===== src/hw/rsq_pkg.sv =====
// Constants and types shared by the receive-side sequencer block.
// Assumes a 32-bit classic Wishbone register port with word-aligned access.
package rsq_pkg;

  // ----------------------------------------------------------------
  // Register map
  // ----------------------------------------------------------------
  // Word indices; the byte address is four times the index.
  localparam int ADR_W = 10;
  localparam logic [7:0] IDX_TRANS_CFG = 8'h37; // Transition configuration.
  localparam logic [7:0] IDX_CTRL = 8'h39; // Low-power and command bits.
  localparam logic [7:0] IDX_STATUS = 8'h3A; // Sequencer state, read only.
  localparam logic [7:0] TRANS_CFG_RESET = 8'h00;
  localparam logic [1:0] CTRL_RESET = 2'h0;

  // ----------------------------------------------------------------
  // Field positions
  // ----------------------------------------------------------------
  localparam int RX_EXIT_LSB = 5;
  localparam int TMO_EXIT_LSB = 3;
  localparam int PKT_EXIT_LSB = 0;
  localparam int CTRL_LP_SEL_BIT = 0;
  localparam int CTRL_IDLE_MODE_BIT = 1;
  localparam int CTRL_ENTER_RX_BIT = 2;
  localparam int CTRL_HALT_BIT = 3;
  localparam int STAT_SLEEP_BIT = 3;

  // ----------------------------------------------------------------
  // Selector codes
  // ----------------------------------------------------------------
  localparam logic [2:0] RX_UNUSED_LO = 3'h0;
  localparam logic [2:0] RX_PAYLOAD_PKT = 3'h1;
  localparam logic [2:0] RX_PAYLOAD_LP = 3'h2;
  localparam logic [2:0] RX_CRC_PKT = 3'h3;
  localparam logic [2:0] RX_LEVEL_HALT = 3'h4;
  localparam logic [2:0] RX_SYNC_HALT = 3'h5;
  localparam logic [2:0] RX_PRE_HALT = 3'h6;
  localparam logic [1:0] TMO_RELAUNCH = 2'h0;
  localparam logic [1:0] TMO_TRANSMIT = 2'h1;
  localparam logic [1:0] TMO_LOW_POWER = 2'h2;
  localparam logic [1:0] TMO_HALT = 2'h3;
  localparam logic [2:0] PKT_HALT = 3'h0;
  localparam logic [2:0] PKT_FIFO_TX = 3'h1;
  localparam logic [2:0] PKT_LOW_POWER = 3'h2;
  localparam logic [2:0] PKT_RX_SYNTH = 3'h3;
  localparam logic [2:0] PKT_RX_DIRECT = 3'h4;

  // ----------------------------------------------------------------
  // Sequencer states, Gray coded along the receive path
  // ----------------------------------------------------------------
  typedef enum logic [2:0] {
    ST_HALTED = 3'h0,
    ST_RECEIVE = 3'h1,
    ST_PACKET_DONE = 3'h3,
    ST_SYNTH = 3'h2,
    ST_RELAUNCH = 3'h6,
    ST_TRANSMIT = 3'h7,
    ST_IDLE = 3'h5
  } rsq_state_t;

endpackage


===== src/hw/rsq_exit_decide.sv =====
// Combinational exit decision for the Receive and packet-done states.
// Assumes all event inputs are synchronous to the sequencer clock.
`timescale 1ns/10ps
`default_nettype none
module rsq_exit_decide
  import rsq_pkg::*;
(
  input wire rsq_state_t state,
  input wire logic [2:0] receive_exit_select,
  input wire logic [1:0] rx_timeout_exit_select,
  input wire logic [2:0] packet_done_exit_select,
  input wire logic low_power_target_select,
  input wire logic payload_complete_flag,
  input wire logic checksum_good_flag,
  input wire logic signal_level_flag,
  input wire logic sync_match_flag,
  input wire logic preamble_seen_flag,
  input wire logic fifo_drained_flag,
  input wire logic level_wait_timeout,
  input wire logic preamble_wait_timeout,
  input wire logic sync_wait_timeout,
  input wire logic freq_changed,
  output logic go,
  output rsq_state_t next_state
);

  // ----------------------------------------------------------------
  // Decision
  // ----------------------------------------------------------------
  // Receive-exit events win over a timeout seen in the same cycle.
  always_comb
  begin
    rsq_state_t lp_state;
    rsq_state_t tmo_state;
    logic receive_timeout_event;
    lp_state = low_power_target_select ? ST_IDLE : ST_HALTED;
    receive_timeout_event = level_wait_timeout | preamble_wait_timeout | sync_wait_timeout;
    case (rx_timeout_exit_select)
      TMO_RELAUNCH: tmo_state = ST_RELAUNCH;
      TMO_TRANSMIT: tmo_state = ST_TRANSMIT;
      TMO_LOW_POWER: tmo_state = lp_state;
      default: tmo_state = ST_HALTED;
    endcase
    go = 1'b0;
    next_state = state;
    case (state)
      ST_RECEIVE:
      begin
        case (receive_exit_select)
          RX_PAYLOAD_PKT:
          begin
            go = payload_complete_flag;
            next_state = ST_PACKET_DONE;
          end
          RX_PAYLOAD_LP:
          begin
            go = payload_complete_flag;
            next_state = lp_state;
          end
          RX_CRC_PKT:
          begin
            go = checksum_good_flag | payload_complete_flag;
            // A payload without a good checksum follows the timeout selector.
            next_state = checksum_good_flag ? ST_PACKET_DONE : tmo_state;
          end
          RX_LEVEL_HALT:
          begin
            go = signal_level_flag;
            next_state = ST_HALTED;
          end
          RX_SYNC_HALT:
          begin
            go = sync_match_flag;
            next_state = ST_HALTED;
          end
          RX_PRE_HALT:
          begin
            go = preamble_seen_flag;
            next_state = ST_HALTED;
          end
          default:
          begin
            go = 1'b0;
            next_state = state;
          end
        endcase
        if (!go && receive_timeout_event)
        begin
          go = 1'b1;
          next_state = tmo_state;
        end
      end
      ST_PACKET_DONE:
      begin
        case (packet_done_exit_select)
          PKT_HALT:
          begin
            go = 1'b1;
            next_state = ST_HALTED;
          end
          PKT_FIFO_TX:
          begin
            go = fifo_drained_flag;
            next_state = ST_TRANSMIT;
          end
          PKT_LOW_POWER:
          begin
            go = 1'b1;
            next_state = lp_state;
          end
          PKT_RX_SYNTH:
          begin
            go = 1'b1;
            next_state = freq_changed ? ST_SYNTH : ST_RECEIVE;
          end
          PKT_RX_DIRECT:
          begin
            go = 1'b1;
            next_state = ST_RECEIVE;
          end
          default:
          begin
            go = 1'b0;
            next_state = state;
          end
        endcase
      end
      default:
      begin
        go = 1'b0;
        next_state = state;
      end
    endcase
  end

endmodule
`default_nettype wire


===== src/hw/rsq_sequencer.sv =====
// Receive-side transition sequencer with its Wishbone register port.
// Assumes event flags come from logic on MCLK and are sampled each cycle.
//
// What this block does
// - Codes 000 and 111 leave Receive only on a timeout or software command.
// - 001 payload or 011 checksum: to packet-done.
// - 010: payload goes to low-power target.
// - 100/101/110: level, sync, preamble halt sequencer.
// - Timeout selector; also payload under code 011.
// - Timeout codes: relaunch, transmit, low power, halt.
// - Receive timeout is OR of three timeouts.
// - Packet-done 000 halt, 001 fifo-transmit, 010 low.
// - 011 via synth if retuned; 100 direct.
// - Low-power select: halt or Idle state.
// - Idle-mode bit: Standby zero, Sleep one.
//
// Local design decision: the Wishbone interface to the registers.
`timescale 1ns/10ps
`default_nettype none
module rsq_sequencer
  import rsq_pkg::*;
(
  input wire logic MCLK,
  input wire logic ARST_N,
  input wire logic WB_CYC_I,
  input wire logic WB_STB_I,
  input wire logic WB_WE_I,
  input wire logic [ADR_W-1:0] WB_ADR_I,
  input wire logic [3:0] WB_SEL_I,
  input wire logic [31:0] WB_DAT_I,
  output logic [31:0] WB_DAT_O,
  output logic WB_ACK_O,
  input wire logic PAYLOAD_COMPLETE_FLAG,
  input wire logic CHECKSUM_GOOD_FLAG,
  input wire logic SIGNAL_LEVEL_FLAG,
  input wire logic SYNC_MATCH_FLAG,
  input wire logic PREAMBLE_SEEN_FLAG,
  input wire logic FIFO_DRAINED_FLAG,
  input wire logic LEVEL_WAIT_TIMEOUT,
  input wire logic PREAMBLE_WAIT_TIMEOUT,
  input wire logic SYNC_WAIT_TIMEOUT,
  input wire logic FREQ_CHANGED,
  output logic [2:0] SEQ_STATE,
  output logic RECEIVER_RELAUNCH,
  output logic SYNTH_ONLY_MODE,
  output logic IDLE_SLEEP
);

  // ----------------------------------------------------------------
  // Bus slave
  // ----------------------------------------------------------------
  logic ack_q; // Answer strobe, high for one cycle.
  logic [31:0] dat_q; // Read data captured with the request.
  logic [7:0] cfg_q; // Transition configuration register.
  logic [1:0] ctrl_q; // Low-power select and idle-mode bits.
  rsq_state_t state_q; // Current sequencer state.
  logic req; // A new request that has not been answered yet.
  logic wr_lane0; // A write is taken at this edge with byte lane 0 on.
  logic [7:0] word_idx; // Word index of the access.
  logic sw_halt; // Software halt command this edge.
  logic sw_enter; // Software enter-receive command this edge.
  logic [31:0] rd_mux; // Read data for the addressed word.

  assign req = WB_CYC_I & WB_STB_I & ~ack_q;
  assign word_idx = WB_ADR_I[ADR_W-1:2];
  // Writes commit on the edge that samples ack, as the master expects.
  assign wr_lane0 = WB_CYC_I & WB_STB_I & WB_WE_I & ack_q & WB_SEL_I[0];
  assign sw_halt = wr_lane0 & (word_idx == IDX_CTRL) & WB_DAT_I[CTRL_HALT_BIT];
  assign sw_enter = wr_lane0 & (word_idx == IDX_CTRL) & WB_DAT_I[CTRL_ENTER_RX_BIT];

  // Read multiplexer; unmapped words read as zero and are still answered.
  always_comb
  begin
    rd_mux = 32'h0000_0000;
    case (word_idx)
      IDX_TRANS_CFG: rd_mux[7:0] = cfg_q;
      IDX_CTRL: rd_mux[1:0] = ctrl_q;
      IDX_STATUS:
      begin
        rd_mux[2:0] = state_q;
        rd_mux[STAT_SLEEP_BIT] = IDLE_SLEEP;
      end
      default: rd_mux = 32'h0000_0000;
    endcase
  end

  // The answer comes one cycle after the request and drops after one cycle.
  always_ff @(posedge MCLK or negedge ARST_N)
  begin
    if (!ARST_N)
      ack_q <= 1'b0;
    else
      ack_q <= req;
  end

  // Read data is registered so that the bus output comes from a flip-flop.
  always_ff @(posedge MCLK or negedge ARST_N)
  begin
    if (!ARST_N)
      dat_q <= 32'h0000_0000;
    else if (req)
      dat_q <= rd_mux;
  end

  assign WB_ACK_O = ack_q;
  assign WB_DAT_O = dat_q;

  // ----------------------------------------------------------------
  // Configuration registers
  // ----------------------------------------------------------------
  // The three selectors share one byte: receive exit, timeout exit, packet done.
  always_ff @(posedge MCLK or negedge ARST_N)
  begin
    if (!ARST_N)
      cfg_q <= TRANS_CFG_RESET;
    else if (wr_lane0 && word_idx == IDX_TRANS_CFG)
      cfg_q <= WB_DAT_I[7:0];
  end

  // Command bits are strobes and are not stored; they always read as zero.
  always_ff @(posedge MCLK or negedge ARST_N)
  begin
    if (!ARST_N)
      ctrl_q <= CTRL_RESET;
    else if (wr_lane0 && word_idx == IDX_CTRL)
      ctrl_q <= WB_DAT_I[1:0];
  end

  logic [2:0] rx_sel; // Receive-exit code.
  logic [1:0] tmo_sel; // Timeout-exit code.
  logic [2:0] pkt_sel; // Packet-done exit code.
  logic lp_sel; // Low-power target select.
  logic idle_mode; // Idle chip mode select.
  assign rx_sel = cfg_q[RX_EXIT_LSB +: 3];
  assign tmo_sel = cfg_q[TMO_EXIT_LSB +: 2];
  assign pkt_sel = cfg_q[PKT_EXIT_LSB +: 3];
  assign lp_sel = ctrl_q[CTRL_LP_SEL_BIT];
  assign idle_mode = ctrl_q[CTRL_IDLE_MODE_BIT];

  // ----------------------------------------------------------------
  // Transition decision
  // ----------------------------------------------------------------
  logic hw_go; // A configured exit is taken this cycle.
  rsq_state_t hw_next; // Target of that transition.

  rsq_exit_decide u_decide (
    .state(state_q),
    .receive_exit_select(rx_sel),
    .rx_timeout_exit_select(tmo_sel),
    .packet_done_exit_select(pkt_sel),
    .low_power_target_select(lp_sel),
    .payload_complete_flag(PAYLOAD_COMPLETE_FLAG),
    .checksum_good_flag(CHECKSUM_GOOD_FLAG),
    .signal_level_flag(SIGNAL_LEVEL_FLAG),
    .sync_match_flag(SYNC_MATCH_FLAG),
    .preamble_seen_flag(PREAMBLE_SEEN_FLAG),
    .fifo_drained_flag(FIFO_DRAINED_FLAG),
    .level_wait_timeout(LEVEL_WAIT_TIMEOUT),
    .preamble_wait_timeout(PREAMBLE_WAIT_TIMEOUT),
    .sync_wait_timeout(SYNC_WAIT_TIMEOUT),
    .freq_changed(FREQ_CHANGED),
    .go(hw_go),
    .next_state(hw_next)
  );

  // ----------------------------------------------------------------
  // State register
  // ----------------------------------------------------------------
  // Software halt beats software enter, which beats any hardware event.
  // Relaunch and synth-only are one-cycle passes back into Receive.
  always_ff @(posedge MCLK or negedge ARST_N)
  begin
    if (!ARST_N)
      state_q <= ST_HALTED;
    else if (sw_halt)
      state_q <= ST_HALTED;
    else if (sw_enter)
      state_q <= ST_RECEIVE;
    else
    begin
      case (state_q)
        ST_RELAUNCH: state_q <= ST_RECEIVE;
        ST_SYNTH: state_q <= ST_RECEIVE;
        ST_RECEIVE, ST_PACKET_DONE:
        begin
          if (hw_go)
            state_q <= hw_next;
          else
            state_q <= state_q;
        end
        ST_HALTED, ST_TRANSMIT, ST_IDLE: state_q <= state_q;
        default: state_q <= ST_HALTED;
      endcase
    end
  end

  // ----------------------------------------------------------------
  // Outputs
  // ----------------------------------------------------------------
  assign SEQ_STATE = state_q;
  assign RECEIVER_RELAUNCH = (state_q == ST_RELAUNCH);
  assign SYNTH_ONLY_MODE = (state_q == ST_SYNTH);
  assign IDLE_SLEEP = (state_q == ST_IDLE) & idle_mode;

  logic sw_any; // Any software command overriding the sequencer.
  logic any_tmo; // Any of the three timeouts.
  logic rx_ev; // Any receive-exit event, matched or not.
  assign sw_any = sw_halt | sw_enter;
  assign any_tmo = LEVEL_WAIT_TIMEOUT | PREAMBLE_WAIT_TIMEOUT | SYNC_WAIT_TIMEOUT;
  // With no receive event at all, a timeout decides whatever the receive code is.
  assign rx_ev = PAYLOAD_COMPLETE_FLAG | CHECKSUM_GOOD_FLAG | SIGNAL_LEVEL_FLAG
                 | SYNC_MATCH_FLAG | PREAMBLE_SEEN_FLAG;
endmodule
`default_nettype wire


===== config.mk =====
export PLATFORM = sky130hd
export DESIGN_NAME = rsq_sequencer
export DESIGN_NICKNAME = d
export VERILOG_FILES = /design/src/hw/rsq_pkg.sv /design/src/hw/rsq_exit_decide.sv /design/src/hw/rsq_sequencer.sv
export SDC_FILE = /design/constraint.sdc
export NUM_CORES = 1
export LEC_CHECK = 0
export ABC_AREA = 1
export BUFFER_PORTS_ARGS = -buffer_cell sky130_fd_sc_hd__clkbuf_2
export CAP_MARGIN = 5
export CORE_MARGIN = 2
export CORE_UTILIZATION = 24
export DETAILED_ROUTE_END_ITERATION = 8
export PLACE_DENSITY_LB_ADDON = 0.05
export SETUP_SLACK_MARGIN = 0.2
export SLEW_MARGIN = 20
export SYNTH_ARGS = -nofsm -noshare
export SYNTH_HDL_FRONTEND = slang
export SYNTH_HIERARCHICAL = 1
export SYNTH_SLANG_ARGS = --single-unit

===== constraint.sdc =====
create_clock -name MCLK -period 3.42 [get_ports MCLK]
set_clock_uncertainty 0.2 [all_clocks]
set_input_delay 0.684 -clock MCLK [delete_from_list [all_inputs] [get_ports MCLK]]
set_output_delay 0.684 -clock MCLK [all_outputs]
set_load 0.05 [all_outputs]

* After elaboration in Yosys (flattened, before gate mapping)
Index checks and enable logic that the tools add are counted.
Word-level totals: register bits after elaboration 22, output and inout port bits 39, word-level logic and storage cells 78
Cells by class: eq/ne operators 26, multiplexer cells 20, bitwise logic cells 13, reduce and logical (&&, ||, !) cells 14
Operator list (count):
- $eq A8 B6 Y1 const B | 3
- $eq A3 B3 Y1 const B | 7
- $eq A3 B2 Y1 const B | 6
- $mux W3 | 6
- $pmux W3 S3 | 2
- $pmux W3 S5 | 1
- $pmux W3 S4 | 1
- $and A1 B1 Y1 | 9
- $eq A3 B1 Y1 const B | 3
- $ne A9 B4 Y1 const B | 1
- $ne A9 B8 Y1 const B | 1
- $logic_not A3 Y1 | 2
- $pmux W2 S3 | 1
- $pmux W3 S2 | 1
- $reduce_or A2 Y1 | 3
- $reduce_or A3 Y1 | 2
- $ne A5 B3 Y1 const B | 1
- $pmux W1 S5 | 1
- $reduce_and A5 Y1 | 1
- $mux W4 | 1
- $ne A4 B4 Y1 const B | 1
- $pmux W1 S2 | 2
- $pmux W2 S2 | 1
- $reduce_or A4 Y1 | 1
- 10 further kinds | 15

* Depth between registers and ports, before layout
Gate-level depths: netlist of the first run.
depth in word-level cells 12, depth in mapped cells 15, depth with buffers taken out 15

* Hierarchy
The synthesis of the first run kept the hierarchy.
Modules (own cells, without submodules):
- rsq_sequencer | times used 1, cells each 168, area each 1298.7 um^2, seq. area each 550.5 um^2
- rsq_exit_decide | times used 1, cells each 90, area each 400.4 um^2, seq. area each 0.0 um^2

* Worst setup path before layout of the first run
OpenSTA, ideal clock, no wires.
path kind flip-flop to output port, start point register state_q[1], in the netlist SEQ_STATE[1], end point output RECEIVER_RELAUNCH, data arrival time 1.590 ns, data required time 2.536 ns, slack 0.946 ns, cell stages (with the launch flop) 3, cell sequence dfrtp_1 -> nand2_1 -> nor2_1
Between the ends: cells in the longest elaborated chain, start to end 1
Ends and longest elaborated chain:
- start, declared | line rsq_sequencer.sv:56 | rsq_state_t state_q;
- start signal, assigned | line rsq_sequencer.sv:187 | state_q <= hw_next;
- start signal, assigned | line rsq_sequencer.sv:189 | state_q <= state_q;
- start signal, assigned | line rsq_sequencer.sv:191 | ST_HALTED, ST_TRANSMIT, ST_IDLE: state_q <= state_q;
- $eq A3 B3 Y1 | line rsq_sequencer.sv:201 | assign RECEIVER_RELAUNCH = (state_q == ST_RELAUNCH);
- end, declared | line rsq_sequencer.sv:44 | output logic RECEIVER_RELAUNCH,
Every way passes these cells.

* Worst setup path in the final report of the first run
start point register state_q[2], in the netlist SEQ_STATE[2], end point output IDLE_SLEEP
Between the ends: cells in the longest elaborated chain, start to end 2
Ends and longest elaborated chain:
- $eq A3 B3 Y1 | line rsq_sequencer.sv:203 | assign IDLE_SLEEP = (state_q == ST_IDLE) & idle_mode;
- $and A1 B1 Y1 | line rsq_sequencer.sv:203
- end, declared | line rsq_sequencer.sv:46 | output logic IDLE_SLEEP
Every way passes these cells.

==> out/summary.txt, run 1 <==
Status: completed
H-tree Lvls: 1
Minimum clock period: 2.46 ns
Yosys top cell area share: 0.324
Fin crit share: 0.719
CTS tree: yes
Top Ports: 100
Post-cts sizing count: 0
GPL Wtd Cong: 0.766
Flop2flop setup slack: 1.58 ns
Hold buffer count at cts: 0
Max incr delay on CP: 0.50 ns
Vias/cell: 3.95
CP max FO: 9
Largest net degree at the start of global routing: 23
CTS Root Buffer Type: clkbuf_8
Async set or reset register ratio after synthesis: 1.00
CP Class: flip-flop to output pin
Synthesized cell area: 1700 sq um
Metal2 WL: 1860 microns
Slew @ Worst Pin: 0.595 ns
Crit path top cell by count: inv_1
Max_cap viols: 0
Worst path slowest cell: dfrtp_1
RSZ-0062 raised after global routing: false
Total gr overflow: 0
CTS buffer count: 3
Synth Instances: 258
Slew Limit Fails: 0
Internal power: 0.406 mW
Site row count: 30
Slew HR: 0.602
Final Total Pwr: 0.647 mW
Worst path arrival time: 1.58 ns
Critical path startpoint category: flip-flop
Clk Latency, worst-skew pair: 0.27 ns
FF-to-FF path depth: 14
Worst Setup EP: IDLE_SLEEP
DR vias: 1583
FF+latch area: 551 sq um
Peak VDD IR: 0.109 mV
Diode count: 0
Fmax: 406 MHz
Distinct cells, synth: 26
Drt wl/cell: 10.6 microns
Sequential share of the synthesized area: 0.324
Clock sink count: 22
Met3 wire length: 194 microns
Post-Route WL: 4240 microns
Initial core utilization: 0.249
Count leader, synth: nand2_1
Worst hold path class: input port to async pin
Post-route setup TNS: 0 ns
Fraction of layout cells with a size suffix above 1: 0.216
Post-synth top cells: nand2_1 (72), inv_1 (38), buf_4 (24), nor2_1 (24), nand3_1 (23)
Largest area contributor in the netlist: dfrtp_1
Layout fillers: 806
Top FF cell, synth: dfrtp_1
Drt pass-1 iters: 4
Number of flops mapped to enable cells by yosys: 0
Full die area: 7770 sq um
Multi-input gate area: 888 sq um
Layout area overhead: 17.5%
Worst EP required: 2.54 ns
Metal-1 WL: 2150 microns
DRC: 0
Leakage power: 1.20 nW
Reg power frac: 0.432
DIE WIDTH: 88.1 microns
Initial antenna violation count: 0
Register bit total from synthesis: 22
Final setup viols: 0
Worst setup EP type: output pin
Final Hold Viols: 0
Reg clk slew, reported paths: 0.08 ns
Clock share of power: 0.292
Combinational fraction of design power: 0.276
Cell area power density: 324 nW/um^2
Critical R2R Capture: SEQ_STATE[0]$_DFFE_PN0P_
Crit path cell chain: inv_1 > nor3_1 > nand2_1 > inv_1 > clkbuf_2
Crit path from: SEQ_STATE[2]$_DFFE_PN0P_
Worst hold margin: 0.192 ns
Port-buffer cells: 46
Detailed Place HPWL: 3450 microns
RR Startpoint: cfg_q[5]$_DFFE_PN0P_
Nets: 367
Avg Inst Size Synth: 6.59 sq um
DRT iter0 DRCs: 53
Post-DRT Antenna Nets: 0
WP depth: 5
Net switching fraction of the power: 0.372
Top Layer Used: met4
Die Span Y: 88.1 microns
First-pass GRT wire length: 6870 microns
WP buf/inv: 3
Synth area leaders: dfrtp_1 (32%), nand2_1 (16%), buf_4 (11%)
Post-CTS setup buffers: 0
Post-Route Utilization: 0.292
Longest Clk Path Bufs: 2
Total GRT Usage: 0.113
Ys Warns: 6
Vias in the first global route: 1452
Crit path max-delay family: flip-flops
Core Area: 6830 sq um
Net Switching: 0.240 mW
## power groups by stage
stage	Clock [mW]	Combinational [mW]	Sequential [mW]
finish	0.189	0.178	0.279
floorplan	0	0.135	0.300
CTS	0.200	0.180	0.280
detailed placement	0	0.179	0.285
global route	0.207	0.196	0.281
global placement	0	0.179	0.286
## per-layer routing
| metal | GRT usage | up-vias |
|---|---|---|
| met3 | 0.0151 | 4 |
| met5 | 0 | - |
| li1 | - | 856 |
| met1 | 0.163 | 688 |
| met2 | 0.176 | 35 |
| met4 | 0.0372 | 0 |
## kinds of logic after synthesis
family          Yosys count  share of synthesized area
compound gates           28                     0.0972
buf+inv                  66                      0.204
flops                    22                      0.324
other cells               1                    0.00221
simple gates            141                      0.373
## registers in the layout, summed over array words and instances (netlist names)
name and cells:
SEQ_STATE 3, cfg_q 8, WB_ACK_O 1, WB_DAT_O 8
ctrl_q 2
## worst min-delay path by stage
stage	from	end	slack (ns)	depth (start not counted)
floorplan	ARST_N	SEQ_STATE[0]$_DFFE_PN0P_	0.19	0
global placement	WB_DAT_O[0]$_DFFE_PN0P_	WB_DAT_O[0]$_DFFE_PN0P_	0.27	2
detailed placement	WB_DAT_O[2]$_DFFE_PN0P_	WB_DAT_O[2]$_DFFE_PN0P_	0.27	2
CTS	ARST_N	WB_DAT_O[1]$_DFFE_PN0P_	0.22	1
global route	ARST_N	WB_DAT_O[1]$_DFFE_PN0P_	0.24	1
finish	ARST_N	WB_DAT_O[1]$_DFFE_PN0P_	0.19	1
## placed cells by master, fill, tap and decap left out, drive strengths merged
| cell | instances |
|---|---|
| clkinv | 1 |
| nand4 | 4 |
| nand3 | 25 |
| o21ai | 18 |
| inv | 39 |
| nor3 | 7 |
| a21oi | 2 |
| o31ai | 4 |
| nand2 | 79 |
| o211ai | 2 |
| a31oi | 2 |
| dfrtp | 22 |
| nor2 | 26 |
| clkbuf | 50 |
| conb | 24 |
## layout make-up
type                    instances  area share
flip-flops and latches         22       0.276
multi-input cells             193       0.445
clock buffers                   4      0.0276
repair buffers                 46       0.115
well taps                      96      0.0602
inverters                      40      0.0759
## through the flow
| stage | std cells | cell area (sq um) | worst slack (ns) |
|---|---|---|---|
| 3_3_place_gp | 397 | 1940 | 1.24 |
| 4_1_cts | 401 | 2000 | 0.946 |
| 5_1_grt | 401 | 2000 | 0.819 |
| 3_5_place_dp | 397 | 1940 | 1.23 |
| 6_report | 401 | 2000 | 0.959 |
| 2_1_floorplan | 281 | 1790 | 0.946 |
Power figures use the tool's default switching activity.
==> run 2, diff against run 1 <==
==> constraint.sdc (replaced) <==
create_clock -name MCLK -period 2.3 [get_ports MCLK]
set_clock_uncertainty 0.2 [all_clocks]
set_input_delay 0.46 -clock MCLK [delete_from_list [all_inputs] [get_ports MCLK]]
set_output_delay 0.46 -clock MCLK [all_outputs]
set_load 0.05 [all_outputs]
==> run 2 against run 1 <==
The run now ends with hold timing left. Clock-buffer cell count is the same. Die area is the same. Sequential power grew 44%. First-iteration DRC count grew 3.8%. Power grew 50%. Final area grew 1.8%. Critical path type unchanged.
==> out/summary.txt, run 2 (synthesized netlist as in run 1, its figures left out) <==
Status: complete, but fails checks
Failing checks: hold timing
DRT iter0 DRCs: 55
Placed Instance Area: 1960 sq um
Full die area: 7770 sq um
DIE WIDTH: 88.1 microns
Slew @ Worst Pin: 0.578 ns
Most common cell after layout, fill and taps aside: nand2_1
Fmax: 505 MHz
Critical path startpoint category: flip-flop
Worst setup EP type: output pin
CTS tree: yes
Final setup viols: 0
Leakage power: 1.21 nW
CTS Root Buffer Type: clkbuf_8
Post-Route WL: 4210 microns
H-tree Lvls: 1
Layout area overhead: 19.5%
Post-route setup TNS: 0 ns
Vias/cell: 3.94
Cell area power density: 479 nW/um^2
Worst path arrival time: 1.32 ns
CP Class: flip-flop to output pin
Vias in the first global route: 1464
Core Area: 6830 sq um
Final Total Pwr: 0.972 mW
Total gr overflow: 0
First-pass GRT wire length: 6990 microns
Worst hold margin: -0.0212 ns
Clock sink count: 22
Diode count: 0
Fraction of layout cells with a size suffix above 1: 0.233
Drt pass-1 iters: 4
Initial core utilization: 0.249
Final Hold Viols: 22
Most frequent cells in the layout: nand2_1 (72), clkbuf_2 (45), inv_1 (38)
Minimum clock period: 1.98 ns
Slew Limit Fails: 0
Post-DRT Antenna Nets: 0
Drt wl/cell: 10.4 microns
Port-buffer cells: 46
Nets: 371
CTS buffer count: 3
Worst EP required: 1.64 ns
CP max FO: 6
Die Span Y: 88.1 microns
Post-Route Utilization: 0.297
GPL Wtd Cong: 0.766
Top Ports: 100
Reg clk slew, reported paths: 0.08 ns
Longest Clk Path Bufs: 2
Fin area: 2030 sq um
Initial antenna violation count: 0
RSZ-0062 raised after global routing: false
Worst hold path class: input port to async pin
Fin crit share: 0.861
Detailed Place HPWL: 3410 microns
Total GRT Usage: 0.114
Site row count: 30
Max_cap viols: 0
Slew HR: 0.615
DRC: 0
Clk Latency, worst-skew pair: 0.26 ns
Peak VDD IR: 0.216 mV
Largest net degree at the start of global routing: 23
DR vias: 1596
## run 2: stage by stage
| step | worst slack, ns | std cells |
|---|---|---|
| finish | 0.320 | 405 |
| global placement | 0.346 | 399 |
| floorplan | 0.0500 | 281 |
| CTS | 0.231 | 404 |
| global route | 0.216 | 405 |
| detailed placement | 0.341 | 399 |
## run 2: cell type report
cell class / count / area (sq um)
Clock buffer: 4 / 55.1
Tap cell: 96 / 120
Inverter: 40 / 151
Fill cell: 791 / 4800
Sequential cell: 22 / 553
Multi-Input combinational cell: 193 / 888
Timing Repair Buffer: 50 / 263
## run 2: repair_timing
| action | 4_1_cts | 5_1_grt |
|---|---|---|
| setup endpoints to repair | 1 | 1 |
| hold buffers | 0 | 0 |
| resized for setup | 3 | 0 |
| setup buffers | 1 | 1 |
| cloned | 0 | 0 |
## run 2: routing by layer
layer,up-vias,share of wire,global-route usage,wire (microns)
met4,0,0.0095,0.0289,40
met1,688,0.49,0.166,2070
met5,-,0,0,0
li1,867,-,-,-
met2,37,0.45,0.180,1900
met3,4,0.047,0.0132,196
## run 2: path summary, 6_finish.rpt
kind | from | end | slack (ns) | cells after the start
worst max-delay path | SEQ_STATE[1]$_DFFE_PN0P_ | IDLE_SLEEP | 0.32 | 4
max in group asynchronous | ARST_N | SEQ_STATE[2]$_DFFE_PN0P_ | 1.50 | 1
worst min-delay path | ARST_N | WB_DAT_O[3]$_DFFE_PN0P_ | -0.02 | 1
worst min register to register | WB_DAT_O[0]$_DFFE_PN0P_ | WB_DAT_O[0]$_DFFE_PN0P_ | 0.29 | 2
worst max register to register | cfg_q[5]$_DFFE_PN0P_ | SEQ_STATE[0]$_DFFE_PN0P_ | 0.44 | 14
min in group MCLK | WB_DAT_I[6] | cfg_q[6]$_DFFE_PN0P_ | 0.19 | 3
## run 2: report_power, final
| part | internal (mW) | leakage (nW) | total (mW) | switching (mW) |
|---|---|---|---|---|
| Combinational | 0.0651 | 0.925 | 0.288 | 0.223 |
| Clock | 0.153 | 0.0288 | 0.282 | 0.129 |
| Sequential | 0.396 | 0.261 | 0.402 | 0.00650 |
## run 2: critical path: stages, from the launching register on
cell and delay [ns]:
dfrtp_2 0.45, nor3_1 0.23, nand2_1 0.10, inv_1 0.06, clkbuf_4 0.22
==> run 3, diff against run 2 <==
--- a/config.mk
+++ b/config.mk
@@ -9,7 +9,7 @@
 export BUFFER_PORTS_ARGS = -buffer_cell sky130_fd_sc_hd__clkbuf_2
 export CAP_MARGIN = 5
 export CORE_MARGIN = 2
-export CORE_UTILIZATION = 24
+export CORE_UTILIZATION = 40
 export DETAILED_ROUTE_END_ITERATION = 8
 export PLACE_DENSITY_LB_ADDON = 0.05
 export SETUP_SLACK_MARGIN = 0.2
==> run 3 against run 2 <==
The flow now finishes without violations. Power up 8.8%. Largest cell class unchanged. Non-clock buffer count is 2 higher. Register-to-register slack improved by 0.03 ns. Final cell count fell by 11%. Hold slack improved by 0.21 ns. Critical path depth rose by 1. Wire length is 12% lower. Global-route usage up 4.7 points. First-iteration DRC count grew 3.6%. Core utilization up 20 points.
==> out/summary.txt, run 3 (synthesized netlist as in run 1, its figures left out) <==
Status: completed
First-pass GRT wire length: 6440 microns
Site row count: 23
GPL Wtd Cong: 0.783
Post-route setup TNS: 0 ns
FF-to-FF path depth: 14
Layout area overhead: 18.1%
Port-buffer cells: 46
H-tree Lvls: 1
CTS buffer count: 3
CP max FO: 5
Most frequent cells in the layout: nand2_1 (72), clkbuf_2 (45), inv_1 (38)
DRC: 0
Worst path arrival time: 1.33 ns
Slew @ Worst Pin: 0.534 ns
Most common cell after layout, fill and taps aside: nand2_1
Fraction of layout cells with a size suffix above 1: 0.235
CTS Root Buffer Type: clkbuf_8
Largest net degree at the start of global routing: 23
CP Class: flip-flop to output pin
DIE WIDTH: 69.2 microns
Drt wl/cell: 10.3 microns
Setup slack at placement: 0.390 ns
Final Total Pwr: 1.06 mW
Die Span Y: 69.2 microns
Initial core utilization: 0.419
RSZ-0062 raised after global routing: false
Nets: 373
Worst setup EP type: output pin
Worst EP required: 1.64 ns
Leakage power: 1.23 nW
Fin crit share: 0.867
Longest Clk Path Bufs: 2
RR Startpoint: cfg_q[5]$_DFFE_PN0P_
Worst hold path class: input port to flip-flop
Post-Route Utilization: 0.495
Fmax: 502 MHz
Final Hold Viols: 0
CTS tree: yes
Max_cap viols: 0
Core Area: 4060 sq um
Slew HR: 0.644
Final setup margin: 0.307 ns
Clk Latency, worst-skew pair: 0.27 ns
Vias in the first global route: 1494
Reg clk slew, reported paths: 0.08 ns
FF+latch area: 553 sq um
Top Ports: 100
Fin area: 2010 sq um
DR vias: 1657
Cell area power density: 527 nW/um^2
Post-DRT Antenna Nets: 0
Diode count: 0
Crit path from: SEQ_STATE[2]$_DFFE_PN0P_
Full die area: 4790 sq um
Layout fillers: 445
Final setup viols: 0
Clock sink count: 22
Post-Route WL: 3720 microns
DRT iter0 DRCs: 57
Total GRT Usage: 0.161
Hold_sp: WB_DAT_I[5]
Slew Limit Fails: 0
Detailed Place HPWL: 2980 microns
Hold path depth: 3
Total gr overflow: 0
Peak VDD IR: 0.302 mV
Critical path startpoint category: flip-flop
Initial antenna violation count: 0
Multi-input gate area: 888 sq um
Drt pass-1 iters: 4
Placed Instance Area: 1900 sq um
Minimum clock period: 1.99 ns
Vias/cell: 4.59
run 3: power breakdown:
group	internal, mW	leakage (nW)	switching, mW
registers	0.396	0.261	0.00615
clock network	0.233	0.0357	0.137
logic	0.0662	0.935	0.220
run 3: path summary, 6_finish.rpt:
| kind | to | slack, ns |
|---|---|---|
| min reg2reg | WB_DAT_O[5]$_DFFE_PN0P_ | 0.29 |
| max | IDLE_SLEEP | 0.31 |
| max reg2reg | SEQ_STATE[0]$_DFFE_PN0P_ | 0.47 |
| min | cfg_q[5]$_DFFE_PN0P_ | 0.19 |
| min in group asynchronous | WB_DAT_O[2]$_DFFE_PN0P_ | 0.49 |
| max in group asynchronous | SEQ_STATE[1]$_DFFE_PN0P_ | 1.03 |
run 3: layout make-up:
| type | instances | share of cell area |
|---|---|---|
| inverter | 40 | 0.0754 |
| sequential | 22 | 0.276 |
| timing repair buffer | 52 | 0.140 |
| clock buffer | 3 | 0.0206 |
| multi-input combinational | 193 | 0.443 |
| tap | 50 | 0.0312 |
| clock inverter | 1 | 0.0150 |
run 3: critical path, cell delays in order (launching register included):
cell and delay [ns]:
dfrtp_2 0.40, inv_1 0.09, nor3_1 0.21, nand2_1 0.09, inv_1 0.06, clkbuf_4 0.22
run 3: per-stage QoR:
| stage | hold slack [ns] | std cells |
|---|---|---|
| 2_1_floorplan | -0.0356 | 281 |
| 3_5_place_dp | 0.266 | 353 |
| 4_1_cts | 0.187 | 358 |
| 6_report | 0.187 | 361 |
| 5_1_grt | 0.200 | 361 |
| 3_3_place_gp | 0.270 | 353 |
run 3: metal layers:
metal  GRT usage  vias to the layer above  wire, microns
li1            -                      876              -
met1       0.220                      728           1800
met2       0.267                       48           1720
met3      0.0174                        5            155
met4      0.0523                        0             44
met5           0                        -              0
run 3: what timing repair did:
item / in CTS / in global routing
endpoints found under the setup margin: 1 / 1
buffers inserted: 0 / 3
hold buffers: 1 / 0
pin swaps: 0 / 0
gates cloned: 0 / 0
resized for setup: 3 / 0
hold endpoints to repair: 22 / 0
